===== src/hdl/iblh_pkg.sv =====
// Package for the instrument bus listener handshake block
package iblh_pkg;

   // ****************************************
   // Widths and constants
   // ****************************************
   localparam int IBLH_DATA_W = 8;          // Byte width on the data lines
   localparam int IBLH_ADDR_W = 7;          // Listen address width
   localparam int IBLH_FIFO_DEPTH = 8;      // Receive buffer depth
   localparam logic [6:0] IBLH_ADDR_DEF = 7'h05; // Default listen address
   localparam logic [6:0] IBLH_UNL_CODE = 7'h3F; // Unlisten command code
   localparam logic [1:0] IBLH_GRP_LISTEN = 2'h1; // Listen address group
   localparam int IBLH_GRP_LSB = 5;         // Group field position
   localparam int IBLH_SYNC_STAGES = 2;     // Synchroniser depth

   // ****************************************
   // Types
   // ****************************************
   // Bus inputs, active high sense (true = asserted)
   typedef struct packed {
      logic [7:0] data;
      logic dav;
      logic atn;
      logic ifc;
   } iblh_bus_in_t;

   // Received byte with its parity bit split out
   typedef struct packed {
      logic par;
      logic [6:0] ch;
   } iblh_byte_t;

   // Handshake states, one-hot
   typedef enum logic [4:0] {
      IBLH_IDLE = 5'b00001,
      IBLH_READY = 5'b00010,
      IBLH_TAKE = 5'b00100,
      IBLH_ACCEPT = 5'b01000,
      IBLH_HOLD = 5'b10000
   } iblh_state_t;

endpackage : iblh_pkg


===== src/hdl/iblh_fifo.sv =====
// Parameterised valid/ready FIFO for received bytes
`timescale 1ns/1ps
module iblh_fifo
   import iblh_pkg::*;
#(
   parameter int WIDTH = 8,
   parameter int DEPTH = 8
)
(
   input wire logic clk,
   input wire logic rst_b,
   input wire logic in_valid,
   output logic in_ready,
   input wire logic [WIDTH-1:0] in_data,
   output logic out_valid,
   input wire logic out_ready,
   output logic [WIDTH-1:0] out_data
);
   localparam int AW = $clog2(DEPTH);

   logic [WIDTH-1:0] mem [DEPTH];  // Storage array
   logic [AW-1:0] wr_ptr_r;        // Write pointer
   logic [AW-1:0] rd_ptr_r;        // Read pointer
   logic [AW:0] cnt_r;             // Fill count
   logic push;
   logic pop;

   assign in_ready = (cnt_r != (AW+1)'(DEPTH));
   assign out_valid = (cnt_r != '0);
   assign push = in_valid && in_ready;
   assign pop = out_valid && out_ready;
   assign out_data = mem[rd_ptr_r];

   // Storage write
   always_ff @(posedge clk)
   begin
      if (push)
      begin
         mem[wr_ptr_r] <= in_data;
      end
   end

   // Pointers and count
   always_ff @(posedge clk or negedge rst_b)
   begin
      if (!rst_b)
      begin
         wr_ptr_r <= '0;
         rd_ptr_r <= '0;
         cnt_r <= '0;
      end
      else
      begin
         if (push)
         begin
            wr_ptr_r <= (wr_ptr_r == AW'(DEPTH-1)) ? '0 : wr_ptr_r + 1'b1;
         end
         if (pop)
         begin
            rd_ptr_r <= (rd_ptr_r == AW'(DEPTH-1)) ? '0 : rd_ptr_r + 1'b1;
         end
         cnt_r <= cnt_r + (AW+1)'(push) - (AW+1)'(pop);
      end
   end
endmodule : iblh_fifo


===== src/hdl/iblh_listener.sv =====
// Listener side of the three-wire interlocked byte handshake
//
// Overview of operation
// Release not-ready line when ready for byte
// Not-ready line is wired-AND, open drain
// Talker asserts valid only after not-ready high
// On valid: hold not-ready, capture, release not-accepted
// Not-accepted line is wired-AND, open drain
// Talker drops valid only after not-accepted high
// Valid released: pull not-accepted, then ready again
// Eight parallel data lines, one byte per cycle
// Eighth bit may carry parity, tolerated
// No fixed rate; every step waits on partner
// Listen only after own address in command mode
// Bytes are data only while attention false
// Interface clear drops addressed state at once
// Two-stage synchroniser on every bus input
// Release both lines when unaddressed or reset; code still drives them while attention is true
`timescale 1ns/1ps
module iblh_listener
   import iblh_pkg::*;
#(
   parameter int FIFO_DEPTH = IBLH_FIFO_DEPTH
)
(
   input wire logic CLK,
   input wire logic RST_B,
   input wire logic [IBLH_ADDR_W-1:0] MY_ADDR,
   input wire logic [IBLH_DATA_W-1:0] DIO_B,
   input wire logic DAV_B,
   input wire logic ATN_B,
   input wire logic IFC_B,
   input wire logic NRFD_IN,
   input wire logic NDAC_IN,
   output logic NRFD_OUT,
   output logic NRFD_OE,
   output logic NDAC_OUT,
   output logic NDAC_OE,
   output logic LISTEN,
   output logic RX_VALID,
   input wire logic RX_READY,
   output logic [IBLH_DATA_W-1:0] RX_DATA
);

   // ****************************************
   // Input synchronisers
   // ****************************************
   iblh_bus_in_t raw;              // Inverted to true-high sense
   iblh_bus_in_t s1_r;             // First stage, read only by second
   iblh_bus_in_t s2_r;             // Second stage, used by logic

   assign raw = '{data: ~DIO_B, dav: ~DAV_B, atn: ~ATN_B, ifc: ~IFC_B};

   // two-stage synchroniser
   always_ff @(posedge CLK or negedge RST_B)
   begin
      if (!RST_B)
      begin
         s1_r <= '0;
         s2_r <= '0;
      end
      else
      begin
         s1_r <= raw;
         s2_r <= s1_r;
      end
   end

   // ****************************************
   // Handshake state and addressing
   // ****************************************
   iblh_state_t state_r;           // Handshake state
   iblh_byte_t byte_r;             // Captured byte
   logic cmd_r;                    // Byte taken under attention
   logic listen_r;                 // Addressed as listener
   logic take_r;                   // One-cycle capture marker
   logic fifo_in_ready;            // Buffer has room
   logic fifo_out_valid;
   logic [IBLH_DATA_W-1:0] fifo_out_data;
   logic active;                   // Takes part in handshake

   // Listen during command mode too, so addressing works
   assign active = listen_r || s2_r.atn;

   // Handshake sequencing
   always_ff @(posedge CLK or negedge RST_B)
   begin
      if (!RST_B)
      begin
         state_r <= IBLH_IDLE;
         byte_r <= '0;
         cmd_r <= 1'b0;
         take_r <= 1'b0;
      end
      else
      begin
         take_r <= 1'b0;
         case (state_r)
            IBLH_IDLE:
            begin
               // stay off the lines while inactive
               if (active && !s2_r.ifc)
               begin
                  state_r <= IBLH_READY;
               end
            end
            // waits on talker, no fixed rate
            IBLH_READY:
            begin
               // valid seen, hold off and capture
               if (s2_r.dav)
               begin
                  state_r <= IBLH_TAKE;
                  byte_r <= iblh_byte_t'(s2_r.data);
                  cmd_r <= s2_r.atn;
               end
               else if (!active || s2_r.ifc)
               begin
                  state_r <= IBLH_IDLE;
               end
            end
            IBLH_TAKE:
            begin
               // only data bytes need buffer room
               if (cmd_r || fifo_in_ready)
               begin
                  take_r <= 1'b1;
                  state_r <= IBLH_ACCEPT;
               end
            end
            IBLH_ACCEPT:
            begin
               // valid gone, pull accepted low again
               if (!s2_r.dav)
               begin
                  state_r <= IBLH_HOLD;
               end
            end
            IBLH_HOLD:
            begin
               // restart cycle with readiness
               state_r <= IBLH_IDLE;
            end
            default:
            begin
               state_r <= IBLH_IDLE;
            end
         endcase
         // interface clear abandons transfer
         if (s2_r.ifc)
         begin
            state_r <= IBLH_IDLE;
            take_r <= 1'b0;
         end
      end
   end

   // Listener addressing
   always_ff @(posedge CLK or negedge RST_B)
   begin
      if (!RST_B)
      begin
         listen_r <= 1'b0;
      end
      // interface clear unaddresses
      else if (s2_r.ifc)
      begin
         listen_r <= 1'b0;
      end
      // own listen address in command mode
      else if (take_r && cmd_r)
      begin
         if (byte_r.ch == IBLH_UNL_CODE)
         begin
            listen_r <= 1'b0;
         end
         else if (byte_r.ch[IBLH_ADDR_W-1:IBLH_GRP_LSB] == IBLH_GRP_LISTEN &&
                  byte_r.ch[IBLH_GRP_LSB-1:0] == MY_ADDR[IBLH_GRP_LSB-1:0])
         begin
            listen_r <= 1'b1;
         end
      end
   end

   // ****************************************
   // Open-drain line drive
   // ****************************************
   // while active and not clearing, not-ready released only in ready state
   // while active and not clearing, not-accepted released only after capture
   always_ff @(posedge CLK or negedge RST_B)
   begin
      if (!RST_B)
      begin
         NRFD_OE <= 1'b0;
         NDAC_OE <= 1'b0;
         LISTEN <= 1'b0;
      end
      else
      begin
         NRFD_OE <= active && !s2_r.ifc && (state_r != IBLH_READY);
         NDAC_OE <= active && !s2_r.ifc && (state_r != IBLH_ACCEPT);
         LISTEN <= listen_r;
      end
   end

   // Lines are only ever pulled low
   always_ff @(posedge CLK or negedge RST_B)
   begin
      if (!RST_B)
      begin
         NRFD_OUT <= 1'b0;
         NDAC_OUT <= 1'b0;
      end
      else
      begin
         NRFD_OUT <= 1'b0;
         NDAC_OUT <= 1'b0;
      end
   end

   // ****************************************
   // Receive buffer
   // ****************************************
   // full byte kept, parity bit untouched
   iblh_fifo #(
      .WIDTH(IBLH_DATA_W),
      .DEPTH(FIFO_DEPTH)
   ) u_fifo (
      .clk(CLK),
      .rst_b(RST_B),
      .in_valid(take_r && !cmd_r),
      .in_ready(fifo_in_ready),
      .in_data(byte_r),
      .out_valid(fifo_out_valid),
      .out_ready(RX_READY && !RX_VALID),
      .out_data(fifo_out_data)
   );

   // Registered output stage
   always_ff @(posedge CLK or negedge RST_B)
   begin
      if (!RST_B)
      begin
         RX_VALID <= 1'b0;
         RX_DATA <= '0;
      end
      else if (fifo_out_valid && RX_READY && !RX_VALID)
      begin
         RX_VALID <= 1'b1;
         RX_DATA <= fifo_out_data;
      end
      else
      begin
         RX_VALID <= 1'b0;
      end
   end

endmodule : iblh_listener


===== config.mk =====
export PLATFORM = sky130hd
export DESIGN_NAME = iblh_listener
export DESIGN_NICKNAME = d
export VERILOG_FILES = /design/src/hdl/iblh_pkg.sv /design/src/hdl/iblh_fifo.sv /design/src/hdl/iblh_listener.sv
export SDC_FILE = /design/constraint.sdc
export NUM_CORES = 1
export LEC_CHECK = 0
export CAP_MARGIN = 25
export CORE_MARGIN = 1.5
export CORE_UTILIZATION = 30
export CTS_CLUSTER_SIZE = 14
export DETAILED_ROUTE_END_ITERATION = 7
export DONT_BUFFER_PORTS = 1
export SKIP_LAST_GASP = 1
export SLEW_MARGIN = 20
export SYNTH_ARGS = -nofsm -noshare
export SYNTH_HDL_FRONTEND = slang
export SYNTH_SLANG_ARGS = --single-unit

===== constraint.sdc =====
create_clock -name CLK -period 3.28 [get_ports CLK]
set_input_delay 0.492 -clock CLK [delete_from_list [all_inputs] [get_ports CLK]]
set_output_delay 0.492 -clock CLK [all_outputs]
set_load 0.05 [all_outputs]

# Yosys cells after proc, flatten, opt, wreduce, memory -nomap -nowiden
# Memories as Yosys holds them, arrays and structs flattened. A register that Yosys moved wholly into a read port is not among the register bits.
# Cells that the tools add are included.
[word_totals]
ff_bits = 52
mem_bits_rw = 64
out_inout_bits = 14
wordCells = 90
n_memories = 1
[memory_table]
columns = ["memory", "depth", "word_bits", "read_ports", "rd_clocked_by_memory_dff", "write_ports", "line_no", "rtl"]
rows = [
  ["u_fifo.mem", 8, 8, 1, 1, 1, "iblh_fifo.sv:21", "logic [WIDTH-1:0] mem [DEPTH];"],
]
[op_classes]
addsub = 4
n_eq_ne = 16
muxes = 19
bitwise = 4
n_reduce_logical = 25
[op_table]
columns = ["operator", "count"]
rows = [
  ["$mux W5", 6],
  ["$pmux W5 S4", 1],
  ["$logic_and A1 B1 Y1", 11],
  ["$mux W1", 10],
  ["$ne A3 B3 Y1 const B", 3],
  ["$ne A4 B4 Y1 const B", 2],
  ["$not A8 Y8", 1],
  ["$eq A7 B6 Y1 const B", 1],
  ["$add A3 B1 Y3 const B", 2],
  ["$eq A3 B3 Y1 const B", 2],
  ["$mux W3", 2],
  ["$eq A5 B1 Y1 const B", 1],
  ["$eq A5 B2 Y1 const B", 1],
  ["$eq A5 B3 Y1 const B", 1],
  ["$eq A5 B4 Y1 const B", 1],
  ["$eq A5 B5 Y1", 1],
  ["$logic_not A1 Y1", 5],
  ["$ne A5 B2 Y1 const B", 1],
  ["$ne A5 B4 Y1 const B", 1],
  ["$add A4 B1 Y4", 1],
  ["$reduce_and A2 Y1", 2],
  ["$reduce_and A4 Y1", 1],
  ["$reduce_bool A4 Y1", 1],
  ["$sub A4 B1 Y4", 1],
  ["other kinds (5)", 9],
]

# Longest topological paths before layout
# Gate-level depths: netlist (run 1).
[logic_depth]
word_depth = 7
mapped_depth = 10
depth_no_buf = 9

# Cells and area by module
# From an unflattened synthesis (run 1), not the netlist that was laid out.
[unflattened]
cells_unflattened = 277
area_unflattened_um2 = 4892.2
[by_module_without_submodules]
columns = ["module", "n_inst", "cells_each", "area_each_um2"]
rows = [
  ["iblh_fifo", 1, 149, 3091.7],
  ["iblh_listener", 1, 128, 1800.5],
]

# Worst setup path before layout (run 1)
# No wires, ideal clock.
[synth_timing]
path_kind = "reg2reg"
from = "register RX_VALID"
to = "register u_fifo.cnt_r[2]"
arrival_ps = 2203
required_ps = 3157
path_slack_ps = 954
path_stages_with_launch = 10
cell_sequence = "dfrtp_1 -> nand2b_1 -> a21oi_1 -> clkbuf_1 -> ha_1 -> inv_1 -> ha_1 -> inv_1 -> fa_1 -> xnor2_1"
[synth_between]
elab_chain_len = 4
[synth_lines]
columns = ["element", "line_no", "rtl"]
rows = [
  ["from (decl)", "iblh_listener.sv:40", "output logic RX_VALID,"],
  ["from (signal assigned)", "iblh_listener.sv:244", "RX_VALID <= 1'b0;"],
  ["from (signal assigned)", "iblh_listener.sv:249", "RX_VALID <= 1'b1;"],
  ["from (signal assigned)", "iblh_listener.sv:254", "RX_VALID <= 1'b0;"],
  ["$logic_not A1 Y1", "iblh_listener.sv:235", ".out_ready(RX_READY && !RX_VALID),"],
  ["$logic_and A1 B1 Y1", "iblh_listener.sv:235", ""],
  ["$logic_and A1 B1 Y1", "iblh_fifo.sv:31", "assign pop = out_valid && out_ready;"],
  ["named net u_fifo.pop", "iblh_fifo.sv:26", "logic pop;"],
  ["$sub A4 B1 Y4", "iblh_fifo.sv:62", "cnt_r <= cnt_r + (AW+1)'(push) - (AW+1)'(pop);"],
  ["to (signal assigned)", "iblh_fifo.sv:62", ""],
  ["to (decl)", "iblh_fifo.sv:24", "logic [AW:0] cnt_r;"],
]
# The timed path passes the listed nets, and every way through them passes these cells.
# A chain may end at the register's enable or synchronous reset.

# Worst setup path after layout (run 1)
[layout_timing]
from = "register u_fifo.cnt_r[2]"
to = "memory u_fifo.mem[7][2], enable pin"
[layout_between]
elab_chain_len = 4
[layout_lines]
columns = ["element", "line_no", "rtl"]
rows = [
  ["$ne A4 B4 Y1", "iblh_fifo.sv:28", "assign in_ready = (cnt_r != (AW+1)'(DEPTH));"],
  ["$logic_and A1 B1 Y1", "iblh_fifo.sv:30", "assign push = in_valid && in_ready;"],
  ["named net u_fifo.push", "iblh_fifo.sv:25", "logic push;"],
  ["$mux W1", "iblh_fifo.sv:37", "if (push)"],
  ["$mux W1 (implied by the code)", "iblh_fifo.sv:39", "mem[wr_ptr_r] <= in_data;"],
  ["to (decl)", "iblh_fifo.sv:21", ""],
]
# The timed path passes the listed nets, and every way through them passes these cells.

==> impl_results.html, run 1 <==
<table>
<tr><th>Metric</th><th>Value</th></tr>
<tr><th colspan="2">GRT</th></tr>
<tr><td>Gr ovfl total</td><td>0</td></tr>
<tr><td>Combined global-route utilization of all metal layers</td><td>10.5%</td></tr>
<tr><td>Number of global-route vias before repair</td><td>2374</td></tr>
<tr><td>Initial antenna violation count</td><td>0</td></tr>
<tr><td>Pin count of the biggest net entering global routing</td><td>61</td></tr>
<tr><td>Global-route wire length before repair</td><td>12800 um</td></tr>
<tr><th colspan="2">Synth</th></tr>
<tr><td>Count of cell types in the netlist</td><td>39</td></tr>
<tr><td>Top FF cell, synth</td><td>sky130_fd_sc_hd__edfxtp_1</td></tr>
<tr><td>Synth Area in XOR/XNOR</td><td>1.27%</td></tr>
<tr><td>Share of flip-flops with an asynchronous set or reset after synthesis</td><td>48.4%</td></tr>
<tr><td>Number of flops mapped to enable cells by yosys</td><td>64</td></tr>
<tr><td>Share of the synthesized area in the top cell type</td><td>39.9%</td></tr>
<tr><td>Share of the synthesized area in compound gates (AO/OA/AOI/OAI)</td><td>3.51%</td></tr>
<tr><td>Cell accounting for the most synthesized area</td><td>sky130_fd_sc_hd__edfxtp_1</td></tr>
<tr><td>Multiplexer area fraction after synthesis</td><td>12.0%</td></tr>
<tr><td>Post-Syn Area</td><td>4810 um2</td></tr>
<tr><td>Commonest cells in the netlist</td><td>64 x sky130_fd_sc_hd__edfxtp_1, 59 x sky130_fd_sc_hd__dfrtp_1, 22 x sky130_fd_sc_hd__inv_1</td></tr>
<tr><td>Synth Area in Simple Gates</td><td>6.24%</td></tr>
<tr><td>Post-synthesis instance total</td><td>294</td></tr>
<tr><td>Largest family of logic cells by synthesized area</td><td>multiplexers</td></tr>
<tr><td>Post-synthesis share of cell area spent on full adders, half adders and majority gates</td><td>3.01%</td></tr>
<tr><td>Seq/Total Area, Yosys</td><td>71.1%</td></tr>
<tr><td>Syn avg cell area</td><td>16.4 um2</td></tr>
<tr><td>Most frequent cell after synthesis</td><td>sky130_fd_sc_hd__edfxtp_1</td></tr>
<tr><td>Register bit total from synthesis</td><td>124</td></tr>
<tr><td>Synth area leaders</td><td>sky130_fd_sc_hd__edfxtp_1 40%, sky130_fd_sc_hd__dfrtp_1 31%, sky130_fd_sc_hd__mux4_2 7.5%</td></tr>
<tr><td>Count of yosys warnings during synthesis</td><td>0</td></tr>
<tr><th colspan="2">Clock network</th></tr>
<tr><td>H-Tree Level Count</td><td>4</td></tr>
<tr><td>TritonCTS buffer count</td><td>17</td></tr>
<tr><td>Number of instances resized during post-cts repair</td><td>0</td></tr>
<tr><td>Clock input transition at the sequential cells of the worst setup and hold paths</td><td>0.05 ns</td></tr>
<tr><td>Sink count of the clock tree</td><td>124</td></tr>
<tr><td>Max Buffers Root-to-Sink</td><td>2</td></tr>
<tr><td>CTS Hold Buffers Added</td><td>2</td></tr>
<tr><td>Latest clock arrival within the worst-skew pair</td><td>0.40 ns</td></tr>
<tr><td>Post-CTS setup buffers</td><td>0</td></tr>
<tr><td>Clock tree from TritonCTS</td><td>done</td></tr>
<tr><td>Cell at the root of the clock tree</td><td>sky130_fd_sc_hd__clkbuf_16</td></tr>
<tr><th colspan="2">Routing</th></tr>
<tr><td>Number of DRC markers in iteration 0</td><td>131</td></tr>
<tr><td>Met3 Routed Length</td><td>327 um</td></tr>
<tr><td>Highest signal layer in the routed design</td><td>met4</td></tr>
<tr><td>Vias per cell</td><td>4.33</td></tr>
<tr><td>Total Routed Length</td><td>8040 um</td></tr>
<tr><td>Met2 wire len</td><td>3650 um</td></tr>
<tr><td>Number of nets with antenna violations after routing</td><td>0</td></tr>
<tr><td>Per-cell routed wire length</td><td>14.8 um</td></tr>
<tr><td>Drt drc</td><td>0</td></tr>
<tr><td>Via Count</td><td>2348</td></tr>
<tr><td>First-pass DRT Iterations</td><td>4</td></tr>
<tr><td>Total routed wire length on the met1 layer</td><td>3990 um</td></tr>
<tr><th colspan="2">Worst hold path</th></tr>
<tr><td>Cell depth of the worst min-delay path</td><td>1</td></tr>
<tr><td>Path class of the lowest-slack min-delay path</td><td>in2reg</td></tr>
<tr><th colspan="2">Setup path</th></tr>
<tr><td>Crit path launch type</td><td>flop</td></tr>
<tr><td>Endpoint class of the critical path</td><td>flop</td></tr>
<tr><td>Maximum fanout along the worst path</td><td>10</td></tr>
<tr><td>Crit path max-delay cell type</td><td>sky130_fd_sc_hd__nor2_1</td></tr>
<tr><td>Critical path depth in cells</td><td>6</td></tr>
<tr><td>Most frequent cell on the critical path</td><td>sky130_fd_sc_hd__inv_1</td></tr>
<tr><td>Required time at the endpoint of the critical path</td><td>3.30 ns</td></tr>
<tr><td>Cell family with most CP delay</td><td>simple AND/OR/NAND/NOR gates</td></tr>
<tr><td>CP Cell Sequence</td><td>inv_1 -&gt; ha_1 -&gt; a21o_1 -&gt; inv_1 -&gt; nand2_1 -&gt; nor2_1</td></tr>
<tr><td>R2r worst-path depth</td><td>6</td></tr>
<tr><td>Largest stage delay on the critical path</td><td>0.73 ns</td></tr>
<tr><td>CP Data Arrival Time</td><td>2.27 ns</td></tr>
<tr><td>Critical path class</td><td>reg2reg</td></tr>
<tr><td>Bufs and invs on worst path</td><td>2</td></tr>
<tr><th colspan="2">Power</th></tr>
<tr><td>Clock network fraction of design power</td><td>35.5%</td></tr>
<tr><td>Portion of total power attributed to combinational logic</td><td>14.8%</td></tr>
<tr><td>Internal power component</td><td>3.42 mW</td></tr>
<tr><td>Switching power total</td><td>1.42 mW</td></tr>
<tr><td>Switching power as a share of total power</td><td>29.3%</td></tr>
<tr><td>Static Leakage</td><td>2.24 nW</td></tr>
<tr><td>Peak supply drop</td><td>0.449 mV</td></tr>
<tr><td>Pwr per Cell Area</td><td>852 nW/um2</td></tr>
<tr><td>Seq pwr share</td><td>49.7%</td></tr>
<tr><th colspan="2">Floorplan</th></tr>
<tr><td>Die extent in y</td><td>130 um</td></tr>
<tr><td>Core box area</td><td>15800 um2</td></tr>
<tr><td>Floorplan die area</td><td>16800 um2</td></tr>
<tr><td>Initial core utilization</td><td>30.5%</td></tr>
<tr><td>Number of placed I/O pins</td><td>37</td></tr>
<tr><td>Placement row count</td><td>46</td></tr>
<tr><td>Overall die width</td><td>130 um</td></tr>
<tr><th colspan="2">Layout</th></tr>
<tr><td>Antenna Cells</td><td>0</td></tr>
<tr><td>Post-route insts no fill</td><td>542</td></tr>
<tr><td>Filler cells</td><td>1517</td></tr>
<tr><td>Nets</td><td>347</td></tr>
<tr><td>Layout Area Growth over Synthesis</td><td>18.0%</td></tr>
<tr><td>Final design instance area without fill</td><td>5680 um2</td></tr>
<tr><td>Fraction of layout cells with a size suffix above 1</td><td>21.2%</td></tr>
<tr><th colspan="2">STA</th></tr>
<tr><td>Part of the cycle the worst path needs</td><td>68.6%</td></tr>
<tr><td>Final TNS setup</td><td>0 ns</td></tr>
<tr><td>Final Max Slew Viols</td><td>0</td></tr>
<tr><td>Max Clk Rate</td><td>444 MHz</td></tr>
<tr><td>RSZ-0062 raised after global routing</td><td>no</td></tr>
<tr><td>Slew HR</td><td>39.7%</td></tr>
<tr><td>Finish-stage setup viols</td><td>0</td></tr>
<tr><td>Final hold vios</td><td>0</td></tr>
<tr><td>Fin crit period</td><td>2.25 ns</td></tr>
<tr><td>Slew at the pin closest to its max-slew limit</td><td>0.901 ns</td></tr>
<tr><td>Final clock skew</td><td>0.0105 ns</td></tr>
<tr><th colspan="2">Placement</th></tr>
<tr><td>GP Congestion</td><td>0.747</td></tr>
<tr><td>Cell total after placement</td><td>508</td></tr>
<tr><td>Buffers on Ports</td><td>0</td></tr>
<tr><td>Hpwl dp</td><td>5130 um</td></tr>
<tr><td>Placed standard-cell area</td><td>5100 um2</td></tr>
<tr><th colspan="2">Status</th></tr>
<tr><td>Status</td><td>finished, final reports clean</td></tr>
<tr><th colspan="2">Flow run</th></tr>
<tr><td>Count of maximum capacitance violations</td><td>0</td></tr>
</table>
[stage by stage]
stage	power (mW)	setup slack [ns]	utilization (%)	hold slack, ns
after detailed placement	3.15	1.01	32.3	0.198
after global placement	3.11	1.08	32.3	0.198
final	4.84	1.03	36.0	0.143
after global routing	5.10	0.865	36.0	0.125
after CTS	4.90	0.993	36.0	0.123
after floorplan	2.91	0.954	-	0.196
[worst reg2reg max path, stage by stage, from the launching register on]
cell                      delay (ns)
sky130_fd_sc_hd__dfrtp_1        0.32
sky130_fd_sc_hd__inv_1          0.07
sky130_fd_sc_hd__ha_1           0.23
sky130_fd_sc_hd__a21o_1         0.26
sky130_fd_sc_hd__inv_1          0.14
sky130_fd_sc_hd__nand2_1        0.12
sky130_fd_sc_hd__nor2_1         0.73
[sequential cells by signal, summed over array words and instances, names as in the netlist]
name,count
take_r,1
s1_r,11
byte_r,8
u_fifo.mem,64
u_fifo.rd_ptr_r,3
listen_r,1
NRFD_OE,1
u_fifo.wr_ptr_r,3
u_fifo.cnt_r,4
state_r,5
RX_VALID,1
LISTEN,1
NDAC_OE,1
cmd_r,1
s2_r,11
RX_DATA,8
[layout by cell type, fill, tap and decap left out, types with 6 or more instances in the layout]
cell	netlist	final
sky130_fd_sc_hd__nor3_1	9	9
sky130_fd_sc_hd__buf_4	2	8
sky130_fd_sc_hd__edfxtp_1	64	64
sky130_fd_sc_hd__dfrtp_1	59	59
sky130_fd_sc_hd__clkbuf_16	0	17
sky130_fd_sc_hd__a21oi_1	12	12
sky130_fd_sc_hd__ha_1	10	10
sky130_fd_sc_hd__nor2_1	18	18
sky130_fd_sc_hd__mux2_2	12	12
sky130_fd_sc_hd__mux2i_1	8	8
sky130_fd_sc_hd__nand2_1	9	9
sky130_fd_sc_hd__inv_1	22	22
sky130_fd_sc_hd__nand2b_1	6	6
sky130_fd_sc_hd__mux4_2	16	16
[layer usage]
layer	track usage, %	vias up
met5	0	-
met4	5.10	0
met3	2.97	11
met2	15.4	57
met1	14.4	1160
li1	-	1120
[cell type report]
class                           instances  area (um2)  share of cell area (%)
Clock buffer                           25         485                    8.54
Clock inverter                          7        62.6                    1.10
Inverter                               22        82.6                    1.45
Multi-Input combinational cell        138        1260                    22.2
Sequential cell                       124        3420                    60.3
Tap cell                              216         270                    4.76
Timing Repair Buffer                   10        97.6                    1.72
[final timing paths]
| kind | from | slack [ns] | to |
|---|---|---|---|
| max in group asynchronous | RST_B | 2.36 | state_r[0] |
| worst min register to register | s1_r[3] | 0.35 | s2_r[3] |
| worst max-delay path | u_fifo.cnt_r[2] | 1.03 | u_fifo.mem[7][2] |
| min in group asynchronous | RST_B | 0.59 | byte_r[7] |
| worst min-delay path | ATN_B | 0.14 | s1_r[1] |
| worst max register to register | u_fifo.cnt_r[2] | 1.03 | u_fifo.mem[7][2] |
[power groups by stage]
stage	combinational, mW	clock (mW)	sequential [mW]
after floorplan	0.676	0	2.24
after global placement	0.684	0	2.43
after detailed placement	0.701	0	2.45
after CTS	0.726	1.76	2.42
after global routing	0.810	1.83	2.46
final	0.717	1.72	2.41
[cells by family (layout without fill, tap and decap cells)]
kind of cell / count (synthesis) / after routing
flip-flops: 124 / 124
AND/OR/NAND/NOR: 57 / 57
adder cells (fa/ha/maj): 11 / 11
XOR/XNOR: 7 / 7
buffers and inverters: 33 / 64
other: 1 / 2
multiplexers: 36 / 36
AO/OA/AOI/OAI: 25 / 25
Power figures use the tool's default switching activity.
==> inputs of run 2 (changes only) <==
--- a/config.mk
+++ b/config.mk
@@ -5,6 +5,7 @@
 export SDC_FILE = /design/constraint.sdc
 export NUM_CORES = 1
 export LEC_CHECK = 0
+export ABC_AREA = 1
 export CAP_MARGIN = 25
 export CORE_MARGIN = 1.5
 export CORE_UTILIZATION = 30
==> constraint.sdc (replaced) <==
create_clock -name CLK -period 1.9 [get_ports CLK]
set_input_delay 0.285 -clock CLK [delete_from_list [all_inputs] [get_ports CLK]]
set_output_delay 0.285 -clock CLK [all_outputs]
set_load 0.05 [all_outputs]
==> run 2 against run 1 <==
Net effect: critical path depth up 5; worst setup slack worse by 0.97 ns; total power up 95%; sequential power up 70%; combinational power rose to 2.9 times the previous value; cell area up 8.3%; synthesized cell count up 54%; clock power up 91%; first-iteration DRC count up 140%; register-to-register slack worse by 0.97 ns; non-clock buffer count up 23; global-route usage up 1.4 points.
==> impl_results.html, run 2 <==
<table>
<tr><th>Metric</th><th>Value</th></tr>
<tr><th colspan="2">Status</th></tr>
<tr><td>Status</td><td>finished, final reports clean</td></tr>
<tr><th colspan="2">Floorplan</th></tr>
<tr><td>Number of placed I/O pins</td><td>37 (unchanged)</td></tr>
<tr><td>Placement row count</td><td>47 (+2.2%)</td></tr>
<tr><td>Die extent in y</td><td>132 um (+1.9%)</td></tr>
<tr><td>Core box area</td><td>16500 um2 (+4.4%)</td></tr>
<tr><td>Initial core utilization</td><td>30.4% (-0.13 points)</td></tr>
<tr><td>Overall die width</td><td>132 um (+1.9%)</td></tr>
<tr><td>Floorplan die area</td><td>17500 um2 (+3.9%)</td></tr>
<tr><th colspan="2">Synth</th></tr>
<tr><td>Number of flops mapped to enable cells by yosys</td><td>64 (unchanged)</td></tr>
<tr><td>Syn avg cell area</td><td>11.1 um2 (-32%)</td></tr>
<tr><td>Share of flip-flops with an asynchronous set or reset after synthesis</td><td>48.4% (unchanged)</td></tr>
<tr><td>Register bit total from synthesis</td><td>124 (unchanged)</td></tr>
<tr><td>Seq/Total Area, Yosys</td><td>68.4% (-2.7 points)</td></tr>
<tr><td>Count of yosys warnings during synthesis</td><td>0 (unchanged)</td></tr>
<tr><td>Share of the synthesized area in the top cell type</td><td>38.4% (-1.5 points)</td></tr>
<tr><td>Commonest cells in the netlist</td><td>79 x sky130_fd_sc_hd__nor2_1, 70 x sky130_fd_sc_hd__nand2_1, 64 x sky130_fd_sc_hd__edfxtp_1</td></tr>
<tr><td>Post-Syn Area</td><td>5000 um2 (+4.0%)</td></tr>
<tr><td>Cell accounting for the most synthesized area</td><td>sky130_fd_sc_hd__edfxtp_1</td></tr>
<tr><td>Synth area leaders</td><td>sky130_fd_sc_hd__edfxtp_1 38%, sky130_fd_sc_hd__dfrtp_1 30%, sky130_fd_sc_hd__nor2_1 5.9%</td></tr>
<tr><td>Post-synthesis instance total</td><td>452 (+54%)</td></tr>
<tr><td>Most frequent cell after synthesis</td><td>sky130_fd_sc_hd__nor2_1</td></tr>
<tr><td>Count of cell types in the netlist</td><td>31 (-21%)</td></tr>
<tr><td>Top FF cell, synth</td><td>sky130_fd_sc_hd__edfxtp_1</td></tr>
<tr><th colspan="2">Layout</th></tr>
<tr><td>Largest registers ranked by flip-flop count</td><td>u_fifo.mem: 64 flops, s1_r: 11 flops, s2_r: 11 flops</td></tr>
<tr><td>Fraction of layout cells with a size suffix above 1</td><td>15.5% (-5.6 points)</td></tr>
<tr><td>Nets</td><td>523 (+51%)</td></tr>
<tr><td>Register with the most flip-flops</td><td>u_fifo.mem</td></tr>
<tr><td>Layout Area Growth over Synthesis</td><td>23.0%</td></tr>
<tr><td>Leading cell type in the layout, fill and taps excluded</td><td>sky130_fd_sc_hd__nor2_1</td></tr>
<tr><td>Max FFs per register</td><td>64 (unchanged)</td></tr>
<tr><td>Final design instance area without fill</td><td>6150 um2 (+8.3%)</td></tr>
<tr><td>Filler cells</td><td>1592 (+4.9%)</td></tr>
<tr><td>Most frequent cells in the layout</td><td>77 x sky130_fd_sc_hd__nor2_1, 68 x sky130_fd_sc_hd__nand2_1, 64 x sky130_fd_sc_hd__edfxtp_1</td></tr>
<tr><th colspan="2">STA</th></tr>
<tr><td>Worst hold slack</td><td>0.183 ns (+0.0397 ns)</td></tr>
<tr><td>Slew at the pin closest to its max-slew limit</td><td>0.556 ns (-0.346 ns)</td></tr>
<tr><td>Finish-stage setup viols</td><td>0 (unchanged)</td></tr>
<tr><td>Final Max Slew Viols</td><td>0 (unchanged)</td></tr>
<tr><td>Part of the cycle the worst path needs</td><td>96.8% (+28 points)</td></tr>
<tr><td>Fin crit period</td><td>1.84 ns (-0.411 ns)</td></tr>
<tr><td>Max Clk Rate</td><td>544 MHz (+22%)</td></tr>
<tr><td>Final TNS setup</td><td>0 ns (unchanged)</td></tr>
<tr><td>Fin worst setup slack</td><td>0.0601 ns (-0.969 ns)</td></tr>
<tr><td>RSZ-0062 raised after global routing</td><td>yes</td></tr>
<tr><td>Final clock skew</td><td>0.00759 ns (-0.00287 ns)</td></tr>
<tr><td>Final hold vios</td><td>0 (unchanged)</td></tr>
<tr><td>Slew HR</td><td>62.8% (+23 points)</td></tr>
<tr><th colspan="2">Setup path</th></tr>
<tr><td>Largest stage delay on the critical path</td><td>0.51 ns (-0.22 ns)</td></tr>
<tr><td>Required time at the endpoint of the critical path</td><td>2.20 ns (-1.10 ns)</td></tr>
<tr><td>CP Data Arrival Time</td><td>2.14 ns (-0.13 ns)</td></tr>
<tr><td>Maximum fanout along the worst path</td><td>3 (-7)</td></tr>
<tr><td>CP Cell Sequence</td><td>inv_2 -&gt; ha_4 -&gt; nand2_2 -&gt; nand2_2 -&gt; inv_2 -&gt; ha_4 -&gt; inv_4 -&gt; ha_4 -&gt; inv_2 -&gt; fa_2 -&gt; inv_1</td></tr>
<tr><td>Crit path launch type</td><td>flop</td></tr>
<tr><td>Crit path max-delay cell type</td><td>sky130_fd_sc_hd__fa_2</td></tr>
<tr><td>Critical path class</td><td>reg2reg</td></tr>
<tr><td>Flop2flop setup slack</td><td>0.06 ns (-0.97 ns)</td></tr>
<tr><td>Endpoint class of the critical path</td><td>flop</td></tr>
<tr><th colspan="2">Clock network</th></tr>
<tr><td>H-Tree Level Count</td><td>4 (unchanged)</td></tr>
<tr><td>Cell at the root of the clock tree</td><td>sky130_fd_sc_hd__clkbuf_16</td></tr>
<tr><td>Latest clock arrival within the worst-skew pair</td><td>0.41 ns (about the same)</td></tr>
<tr><td>Max Buffers Root-to-Sink</td><td>2 (unchanged)</td></tr>
<tr><td>TritonCTS buffer count</td><td>17 (unchanged)</td></tr>
<tr><td>Sink count of the clock tree</td><td>124 (unchanged)</td></tr>
<tr><td>Clock input transition at the sequential cells of the worst setup and hold paths</td><td>0.05 ns (about the same)</td></tr>
<tr><td>Clock tree from TritonCTS</td><td>done</td></tr>
<tr><th colspan="2">GRT</th></tr>
<tr><td>Initial antenna violation count</td><td>1 (+1)</td></tr>
<tr><td>Global-route wire length before repair</td><td>15900 um (+24%)</td></tr>
<tr><td>Gr ovfl total</td><td>0 (unchanged)</td></tr>
<tr><td>Number of global-route vias before repair</td><td>3159 (+33%)</td></tr>
<tr><td>Combined global-route utilization of all metal layers</td><td>11.9% (+1.4 points)</td></tr>
<tr><td>Pin count of the biggest net entering global routing</td><td>61 (unchanged)</td></tr>
<tr><th colspan="2">Placement</th></tr>
<tr><td>GP Congestion</td><td>0.800 (+7.1%)</td></tr>
<tr><td>Placed standard-cell area</td><td>5370 um2 (+5.4%)</td></tr>
<tr><td>Hpwl dp</td><td>6120 um (+19%)</td></tr>
<tr><td>Setup slack at placement</td><td>0.0242 ns (-0.985 ns)</td></tr>
<tr><td>Buffers on Ports</td><td>0 (unchanged)</td></tr>
<tr><th colspan="2">Power</th></tr>
<tr><td>Switching power as a share of total power</td><td>33.5% (+4.1 points)</td></tr>
<tr><td>Clock network fraction of design power</td><td>34.8% (-0.7 points)</td></tr>
<tr><td>Pwr per Cell Area</td><td>1530 nW/um2 (+80%)</td></tr>
<tr><td>Peak supply drop</td><td>0.777 mV (+73%)</td></tr>
<tr><td>Internal power component</td><td>6.27 mW (+83%)</td></tr>
<tr><td>Static Leakage</td><td>2.57 nW (+15%)</td></tr>
<tr><td>Seq pwr share</td><td>43.4% (-6.3 points)</td></tr>
<tr><td>Portion of total power attributed to combinational logic</td><td>21.8% (+7.0 points)</td></tr>
<tr><td>Switching power total</td><td>3.16 mW (+120%)</td></tr>
<tr><th colspan="2">Routing</th></tr>
<tr><td>Number of DRC markers in iteration 0</td><td>312 (+140%)</td></tr>
<tr><td>Number of nets with antenna violations after routing</td><td>0 (unchanged)</td></tr>
<tr><td>First-pass DRT Iterations</td><td>4 (unchanged)</td></tr>
<tr><td>Via Count</td><td>3214 (+37%)</td></tr>
<tr><td>Per-cell routed wire length</td><td>13.4 um (-10%)</td></tr>
<tr><td>Vias per cell</td><td>4.45 (+2.6%)</td></tr>
<tr><td>Total Routed Length</td><td>9660 um (+20%)</td></tr>
<tr><td>Drt drc</td><td>0 (unchanged)</td></tr>
<tr><th colspan="2">Worst hold path</th></tr>
<tr><td>Path class of the lowest-slack min-delay path</td><td>in2reg</td></tr>
<tr><th colspan="2">Flow run</th></tr>
<tr><td>Count of maximum capacitance violations</td><td>0 (unchanged)</td></tr>
</table>
-- run 2: cell types whose count changed after synthesis, moves of 6 or more --
| cell | delta |
|---|---|
| sky130_fd_sc_hd__inv_1 | +31 |
| sky130_fd_sc_hd__mux2i_1 | -8 |
| sky130_fd_sc_hd__nand2_1 | +61 |
| sky130_fd_sc_hd__mux2_2 | -12 |
| sky130_fd_sc_hd__o211ai_1 | +16 |
| sky130_fd_sc_hd__nor2_1 | +61 |
| sky130_fd_sc_hd__a21oi_1 | -8 |
| sky130_fd_sc_hd__nand3_1 | +12 |
| sky130_fd_sc_hd__mux4_2 | -16 |
| sky130_fd_sc_hd__nand2b_1 | -6 |
| sky130_fd_sc_hd__o21ai_0 | +38 |
-- run 2: path summary, 6_finish.rpt --
kind                                 endpoint             from  depth (start not counted)
hold reg to reg                       s2_r[9]          s1_r[9]                          0
max in group asynchronous          state_r[0]            RST_B                          2
hold / removal                       listen_r       MY_ADDR[0]                          5
min in group asynchronous  u_fifo.rd_ptr_r[2]            RST_B                          2
setup / recovery              u_fifo.cnt_r[1]  u_fifo.cnt_r[2]                         11
setup reg to reg              u_fifo.cnt_r[1]  u_fifo.cnt_r[2]                         11
-- run 2: power groups by stage --
stage / clock network, mW / registers, mW / logic [mW]
2_1_floorplan: 0 / 4.01 / 1.52
5_1_grt: 3.45 / 4.18 / 2.34
3_5_place_dp: 0 / 4.17 / 1.98
6_report: 3.28 / 4.09 / 2.05
4_1_cts: 3.34 / 4.12 / 2.05
3_3_place_gp: 0 / 4.12 / 1.90
-- run 2: metrics by stage --
stage / power [mW] / utilization, % / std cells
detailed placement: 6.15 / 32.6 / 677
CTS: 9.51 / 37.3 / 722
finish: 9.43 / 37.4 / 723
global route: 9.96 / 37.4 / 723
floorplan: 5.53 / - / 453
global placement: 6.02 / 32.6 / 677
-- run 2: critical path, delay by kind of cell (launching register included) --
family / cells / cell delay [ns]
adders and majority gates: 4 / 0.98
DFF: 1 / 0.36
and+or+nand+nor: 2 / 0.13
buffers and inverters: 5 / 0.26
-- run 2: repair_timing --
action,CTS,global route
hold buffers,13,0
endpoints found under the hold margin,71,0
buffers inserted,0,0
endpoints found under the setup margin,0,50
gates resized for setup,0,7
-- run 2: kinds of logic (layout without fill, tap and decap cells) --
kind of cell	after synthesis	after routing	share of synthesized area [%]
AND/OR/NAND/NOR	174	174	14.1
other	1	3	0.0749
buffers and inverters	71	120	6.22
adder cells (fa/ha/maj)	11	11	2.90
flip-flops	124	124	68.4
XOR/XNOR	3	3	0.525
AO/OA/AOI/OAI	68	68	7.78
-- run 2: layer usage --
metal | track usage [%] | vias to the layer above | share of wire (%)
met1 | 15.4 | 1544 | 46
li1 | - | 1563 | -
met3 | 3.38 | 18 | 6.7
met4 | 7.04 | 0 | 2.2
met2 | 17.7 | 89 | 45
met5 | 0 | - | 0
-- run 2: area by class of cell --
class	count	area, um2	area share, %
antenna	1	2.50	0.0407
clock buffer	24	544	8.84
clock inverter	8	73.8	1.20
inverter	55	209	3.39
multi-input combinational	258	1320	21.5
sequential	124	3430	55.7
tap	220	275	4.47
timing repair buffer	33	302	4.90
==> inputs of run 3 (changes only) <==
--- a/config.mk
+++ b/config.mk
@@ -12,6 +12,7 @@
 export CTS_CLUSTER_SIZE = 14
 export DETAILED_ROUTE_END_ITERATION = 7
 export DONT_BUFFER_PORTS = 1
+export REMOVE_ABC_BUFFERS = 1
 export SKIP_LAST_GASP = 1
 export SLEW_MARGIN = 20
 export SYNTH_ARGS = -nofsm -noshare
==> run 3 against run 2 <==
Net effect: critical path depth is the same; count of clock-buffer cells in the layout shrank 2; sequential share of layout area is essentially flat; register-to-register slack lost 0.04 ns; non-clock buffer count grew 12; hold slack lost 0.018 ns; combinational power grew 2%; final cell count grew 1.5%; worst setup slack lost 0.044 ns; largest cell class unchanged; sequential power is essentially flat; die area is the same; via count shrank 1.6%.
==> impl_results.html, run 3 (same netlist as run 2, synthesis figures left out) <==
<table>
<tr><th>Metric</th><th>Value</th></tr>
<tr><th colspan="2">Status</th></tr>
<tr><td>Status</td><td>finished, final reports clean</td></tr>
<tr><th colspan="2">STA</th></tr>
<tr><td>Slew at the pin closest to its max-slew limit</td><td>0.555 ns (-0.000694 ns)</td></tr>
<tr><td>Max Clk Rate</td><td>531 MHz (-2.4%)</td></tr>
<tr><td>RSZ-0062 raised after global routing</td><td>yes</td></tr>
<tr><td>Final Max Slew Viols</td><td>0 (unchanged)</td></tr>
<tr><td>Part of the cycle the worst path needs</td><td>99.2% (+2.3 points)</td></tr>
<tr><td>Finish-stage setup viols</td><td>0 (unchanged)</td></tr>
<tr><td>Slew HR</td><td>62.9% (about the same)</td></tr>
<tr><td>Fin crit period</td><td>1.88 ns (+0.0444 ns)</td></tr>
<tr><td>Final clock skew</td><td>0.00892 ns (+0.00133 ns)</td></tr>
<tr><td>Final TNS setup</td><td>0 ns (unchanged)</td></tr>
<tr><td>Final hold vios</td><td>0 (unchanged)</td></tr>
<tr><th colspan="2">Setup path</th></tr>
<tr><td>Maximum fanout along the worst path</td><td>2 (-1)</td></tr>
<tr><td>CP Cell Sequence</td><td>inv_2 -&gt; ha_4 -&gt; nand2_2 -&gt; nand2_2 -&gt; inv_2 -&gt; ha_4 -&gt; inv_1 -&gt; ha_2 -&gt; inv_2 -&gt; fa_2 -&gt; inv_1</td></tr>
<tr><td>Critical path class</td><td>reg2reg</td></tr>
<tr><td>Bufs and invs on worst path</td><td>5 (unchanged)</td></tr>
<tr><td>Required time at the endpoint of the critical path</td><td>2.20 ns (about the same)</td></tr>
<tr><td>Crit path launch type</td><td>flop</td></tr>
<tr><td>CP Data Arrival Time</td><td>2.18 ns (+0.04 ns)</td></tr>
<tr><td>Cell family with most CP delay</td><td>adder cells</td></tr>
<tr><td>Endpoint class of the critical path</td><td>flop</td></tr>
<tr><td>Largest stage delay on the critical path</td><td>0.51 ns (about the same)</td></tr>
<tr><td>Most frequent cell on the critical path</td><td>sky130_fd_sc_hd__inv_2</td></tr>
<tr><td>Crit path max-delay cell type</td><td>sky130_fd_sc_hd__fa_2</td></tr>
<tr><th colspan="2">Clock network</th></tr>
<tr><td>Latest clock arrival within the worst-skew pair</td><td>0.41 ns (about the same)</td></tr>
<tr><td>Cell at the root of the clock tree</td><td>sky130_fd_sc_hd__clkbuf_16</td></tr>
<tr><td>Max Buffers Root-to-Sink</td><td>2 (unchanged)</td></tr>
<tr><td>Clock input transition at the sequential cells of the worst setup and hold paths</td><td>0.05 ns (about the same)</td></tr>
<tr><td>Sink count of the clock tree</td><td>124 (unchanged)</td></tr>
<tr><td>H-Tree Level Count</td><td>4 (unchanged)</td></tr>
<tr><td>TritonCTS buffer count</td><td>17 (unchanged)</td></tr>
<tr><td>Clock tree from TritonCTS</td><td>done</td></tr>
<tr><th colspan="2">Flow run</th></tr>
<tr><td>Count of maximum capacitance violations</td><td>0 (unchanged)</td></tr>
<tr><th colspan="2">Power</th></tr>
<tr><td>Total Power</td><td>9.01 mW (-4.5%)</td></tr>
<tr><td>Peak supply drop</td><td>0.679 mV (-13%)</td></tr>
<tr><td>Static Leakage</td><td>2.58 nW (+0.27%)</td></tr>
<tr><td>Pwr per Cell Area</td><td>1460 nW/um2 (-4.4%)</td></tr>
<tr><th colspan="2">Routing</th></tr>
<tr><td>Number of DRC markers in iteration 0</td><td>155 (-50%)</td></tr>
<tr><td>Per-cell routed wire length</td><td>13.1 um (-2.0%)</td></tr>
<tr><td>Vias per cell</td><td>4.31 (-3.1%)</td></tr>
<tr><td>First-pass DRT Iterations</td><td>4 (unchanged)</td></tr>
<tr><td>Total Routed Length</td><td>9610 um (-0.52%)</td></tr>
<tr><td>Via Count</td><td>3163 (-1.6%)</td></tr>
<tr><td>Number of nets with antenna violations after routing</td><td>0 (unchanged)</td></tr>
<tr><td>Drt drc</td><td>0 (unchanged)</td></tr>
<tr><th colspan="2">Worst hold path</th></tr>
<tr><td>Path class of the lowest-slack min-delay path</td><td>in2reg</td></tr>
<tr><th colspan="2">Floorplan</th></tr>
<tr><td>Placement row count</td><td>47 (unchanged)</td></tr>
<tr><td>Number of placed I/O pins</td><td>37 (unchanged)</td></tr>
<tr><td>Floorplan die area</td><td>17500 um2 (unchanged)</td></tr>
<tr><td>Overall die width</td><td>132 um (unchanged)</td></tr>
<tr><td>Core box area</td><td>16500 um2 (unchanged)</td></tr>
<tr><td>Die extent in y</td><td>132 um (unchanged)</td></tr>
<tr><td>Initial core utilization</td><td>30.4% (unchanged)</td></tr>
<tr><th colspan="2">Layout</th></tr>
<tr><td>Fraction of layout cells with a size suffix above 1</td><td>16.7% (+1.2 points)</td></tr>
<tr><td>Layout Area Growth over Synthesis</td><td>22.9% (about the same)</td></tr>
<tr><td>Most frequent cells in the layout</td><td>76 x sky130_fd_sc_hd__nor2_1, 67 x sky130_fd_sc_hd__nand2_1, 64 x sky130_fd_sc_hd__edfxtp_1</td></tr>
<tr><td>Max FFs per register</td><td>64 (unchanged)</td></tr>
<tr><td>Nets</td><td>535 (+2.3%)</td></tr>
<tr><td>Leading cell type in the layout, fill and taps excluded</td><td>sky130_fd_sc_hd__nor2_1</td></tr>
<tr><td>Antenna Cells</td><td>0 (-1)</td></tr>
<tr><td>Register with the most flip-flops</td><td>u_fifo.mem</td></tr>
<tr><td>Largest registers ranked by flip-flop count</td><td>u_fifo.mem: 64 flops, s1_r: 11 flops, s2_r: 11 flops</td></tr>
<tr><th colspan="2">GRT</th></tr>
<tr><td>Most used routing layer in global routing</td><td>met2</td></tr>
<tr><td>Global-route wire length before repair</td><td>16000 um (+0.65%)</td></tr>
<tr><td>Met3 Use GR</td><td>3.84% (+0.46 points)</td></tr>
<tr><td>Initial antenna violation count</td><td>0 (-1)</td></tr>
<tr><td>Combined global-route utilization of all metal layers</td><td>11.9% (+0.019 points)</td></tr>
<tr><td>Gr ovfl total</td><td>0 (unchanged)</td></tr>
<tr><td>Met2 GRT Util</td><td>19.7% (+2.0 points)</td></tr>
<tr><td>Met1 GRT Util</td><td>14.3% (-1.1 points)</td></tr>
<tr><td>Pin count of the biggest net entering global routing</td><td>61 (unchanged)</td></tr>
<tr><td>Number of global-route vias before repair</td><td>3225 (+2.1%)</td></tr>
<tr><th colspan="2">Placement</th></tr>
<tr><td>Hpwl dp</td><td>6290 um (+2.8%)</td></tr>
<tr><td>Buffers on Ports</td><td>0 (unchanged)</td></tr>
<tr><td>GP Congestion</td><td>0.767 (-4.2%)</td></tr>
</table>
==> run 3: cell count changes in the layout (fill, tap and decap cells not counted), moves of 2 or more <==
cell | previous run | this run
sky130_fd_sc_hd__buf_4 | 19 | 32
sky130_fd_sc_hd__clkbuf_1 | 0 | 5
sky130_fd_sc_hd__clkbuf_16 | 19 | 17
sky130_fd_sc_hd__clkbuf_8 | 5 | 0
sky130_fd_sc_hd__clkinv_1 | 1 | 3
sky130_fd_sc_hd__clkinv_2 | 3 | 5
sky130_fd_sc_hd__ha_2 | 0 | 2
sky130_fd_sc_hd__inv_1 | 46 | 48
sky130_fd_sc_hd__inv_4 | 3 | 0
sky130_fd_sc_hd__nand3_1 | 13 | 10
sky130_fd_sc_hd__nand3_2 | 0 | 3
==> run 3: layout make-up <==
class / count / area [um2]
clock buffer: 22 / 444
sequential: 124 / 3420
multi-input combinational: 258 / 1340
timing repair buffer: 45 / 388
clock inverter: 10 / 77.6
fill: 1580 / 10300
inverter: 55 / 206
tap: 220 / 275
==> run 3: worst paths after layout <==
kind | cells after the start | to | from | slack [ns]
hold / removal | 5 | listen_r | MY_ADDR[0] | 0.16
max in group asynchronous | 2 | state_r[0] | RST_B | 1.19
setup / recovery | 11 | u_fifo.cnt_r[1] | u_fifo.cnt_r[3] | 0.02
min in group asynchronous | 2 | s1_r[3] | RST_B | 0.43
setup reg to reg | 11 | u_fifo.cnt_r[1] | u_fifo.cnt_r[3] | 0.02
hold reg to reg | 0 | s2_r[6] | s1_r[6] | 0.34
==> run 3: power by group <==
group,internal (mW),switching [mW],leakage [nW],total [mW]
logic,0.834,1.26,1.01,2.09
clock network,1.77,1.06,0.253,2.83
registers,3.37,0.716,1.32,4.08
total,5.97,3.03,2.58,9.01
==> run 3: metrics by stage <==
stage	cell area, um2	util [%]	setup slack [ns]	std cells	hold slack [ns]
5_1_grt	6150	37.4	-0.0550	734	0.172
4_1_cts	6100	37.0	-0.0653	734	0.152
6_report	6150	37.4	0.0157	734	0.165
2_1_floorplan	4900	-	-0.406	437	-0.0106
3_3_place_gp	5360	32.5	-0.00269	681	-0.00884
3_5_place_dp	5360	32.5	-0.0681	681	-0.00889
==> run 3: what timing repair did <==
item,CTS,global route
buffers inserted,8,0
hold buffers,13,0
pin swaps,1,2
setup endpoints to repair,2,68
resized for setup,5,15
hold endpoints to repair,71,0
==> run 3: metal layers <==
layer	share of wire [%]	wire, um
met2	49	4670
met5	0	0
met1	44	4240
met3	5.4	519
met4	1.9	182
==> run 3: worst reg2reg max path, stage by stage, from the launching register on <==
cell                      delay (ns)
sky130_fd_sc_hd__dfrtp_1        0.38
sky130_fd_sc_hd__inv_2          0.07
sky130_fd_sc_hd__ha_4           0.12
sky130_fd_sc_hd__nand2_2        0.06
sky130_fd_sc_hd__nand2_2        0.08
sky130_fd_sc_hd__inv_2          0.05
sky130_fd_sc_hd__ha_4           0.20
sky130_fd_sc_hd__inv_1          0.06
sky130_fd_sc_hd__ha_2           0.18
sky130_fd_sc_hd__inv_2          0.04
sky130_fd_sc_hd__fa_2           0.51
sky130_fd_sc_hd__inv_1          0.04
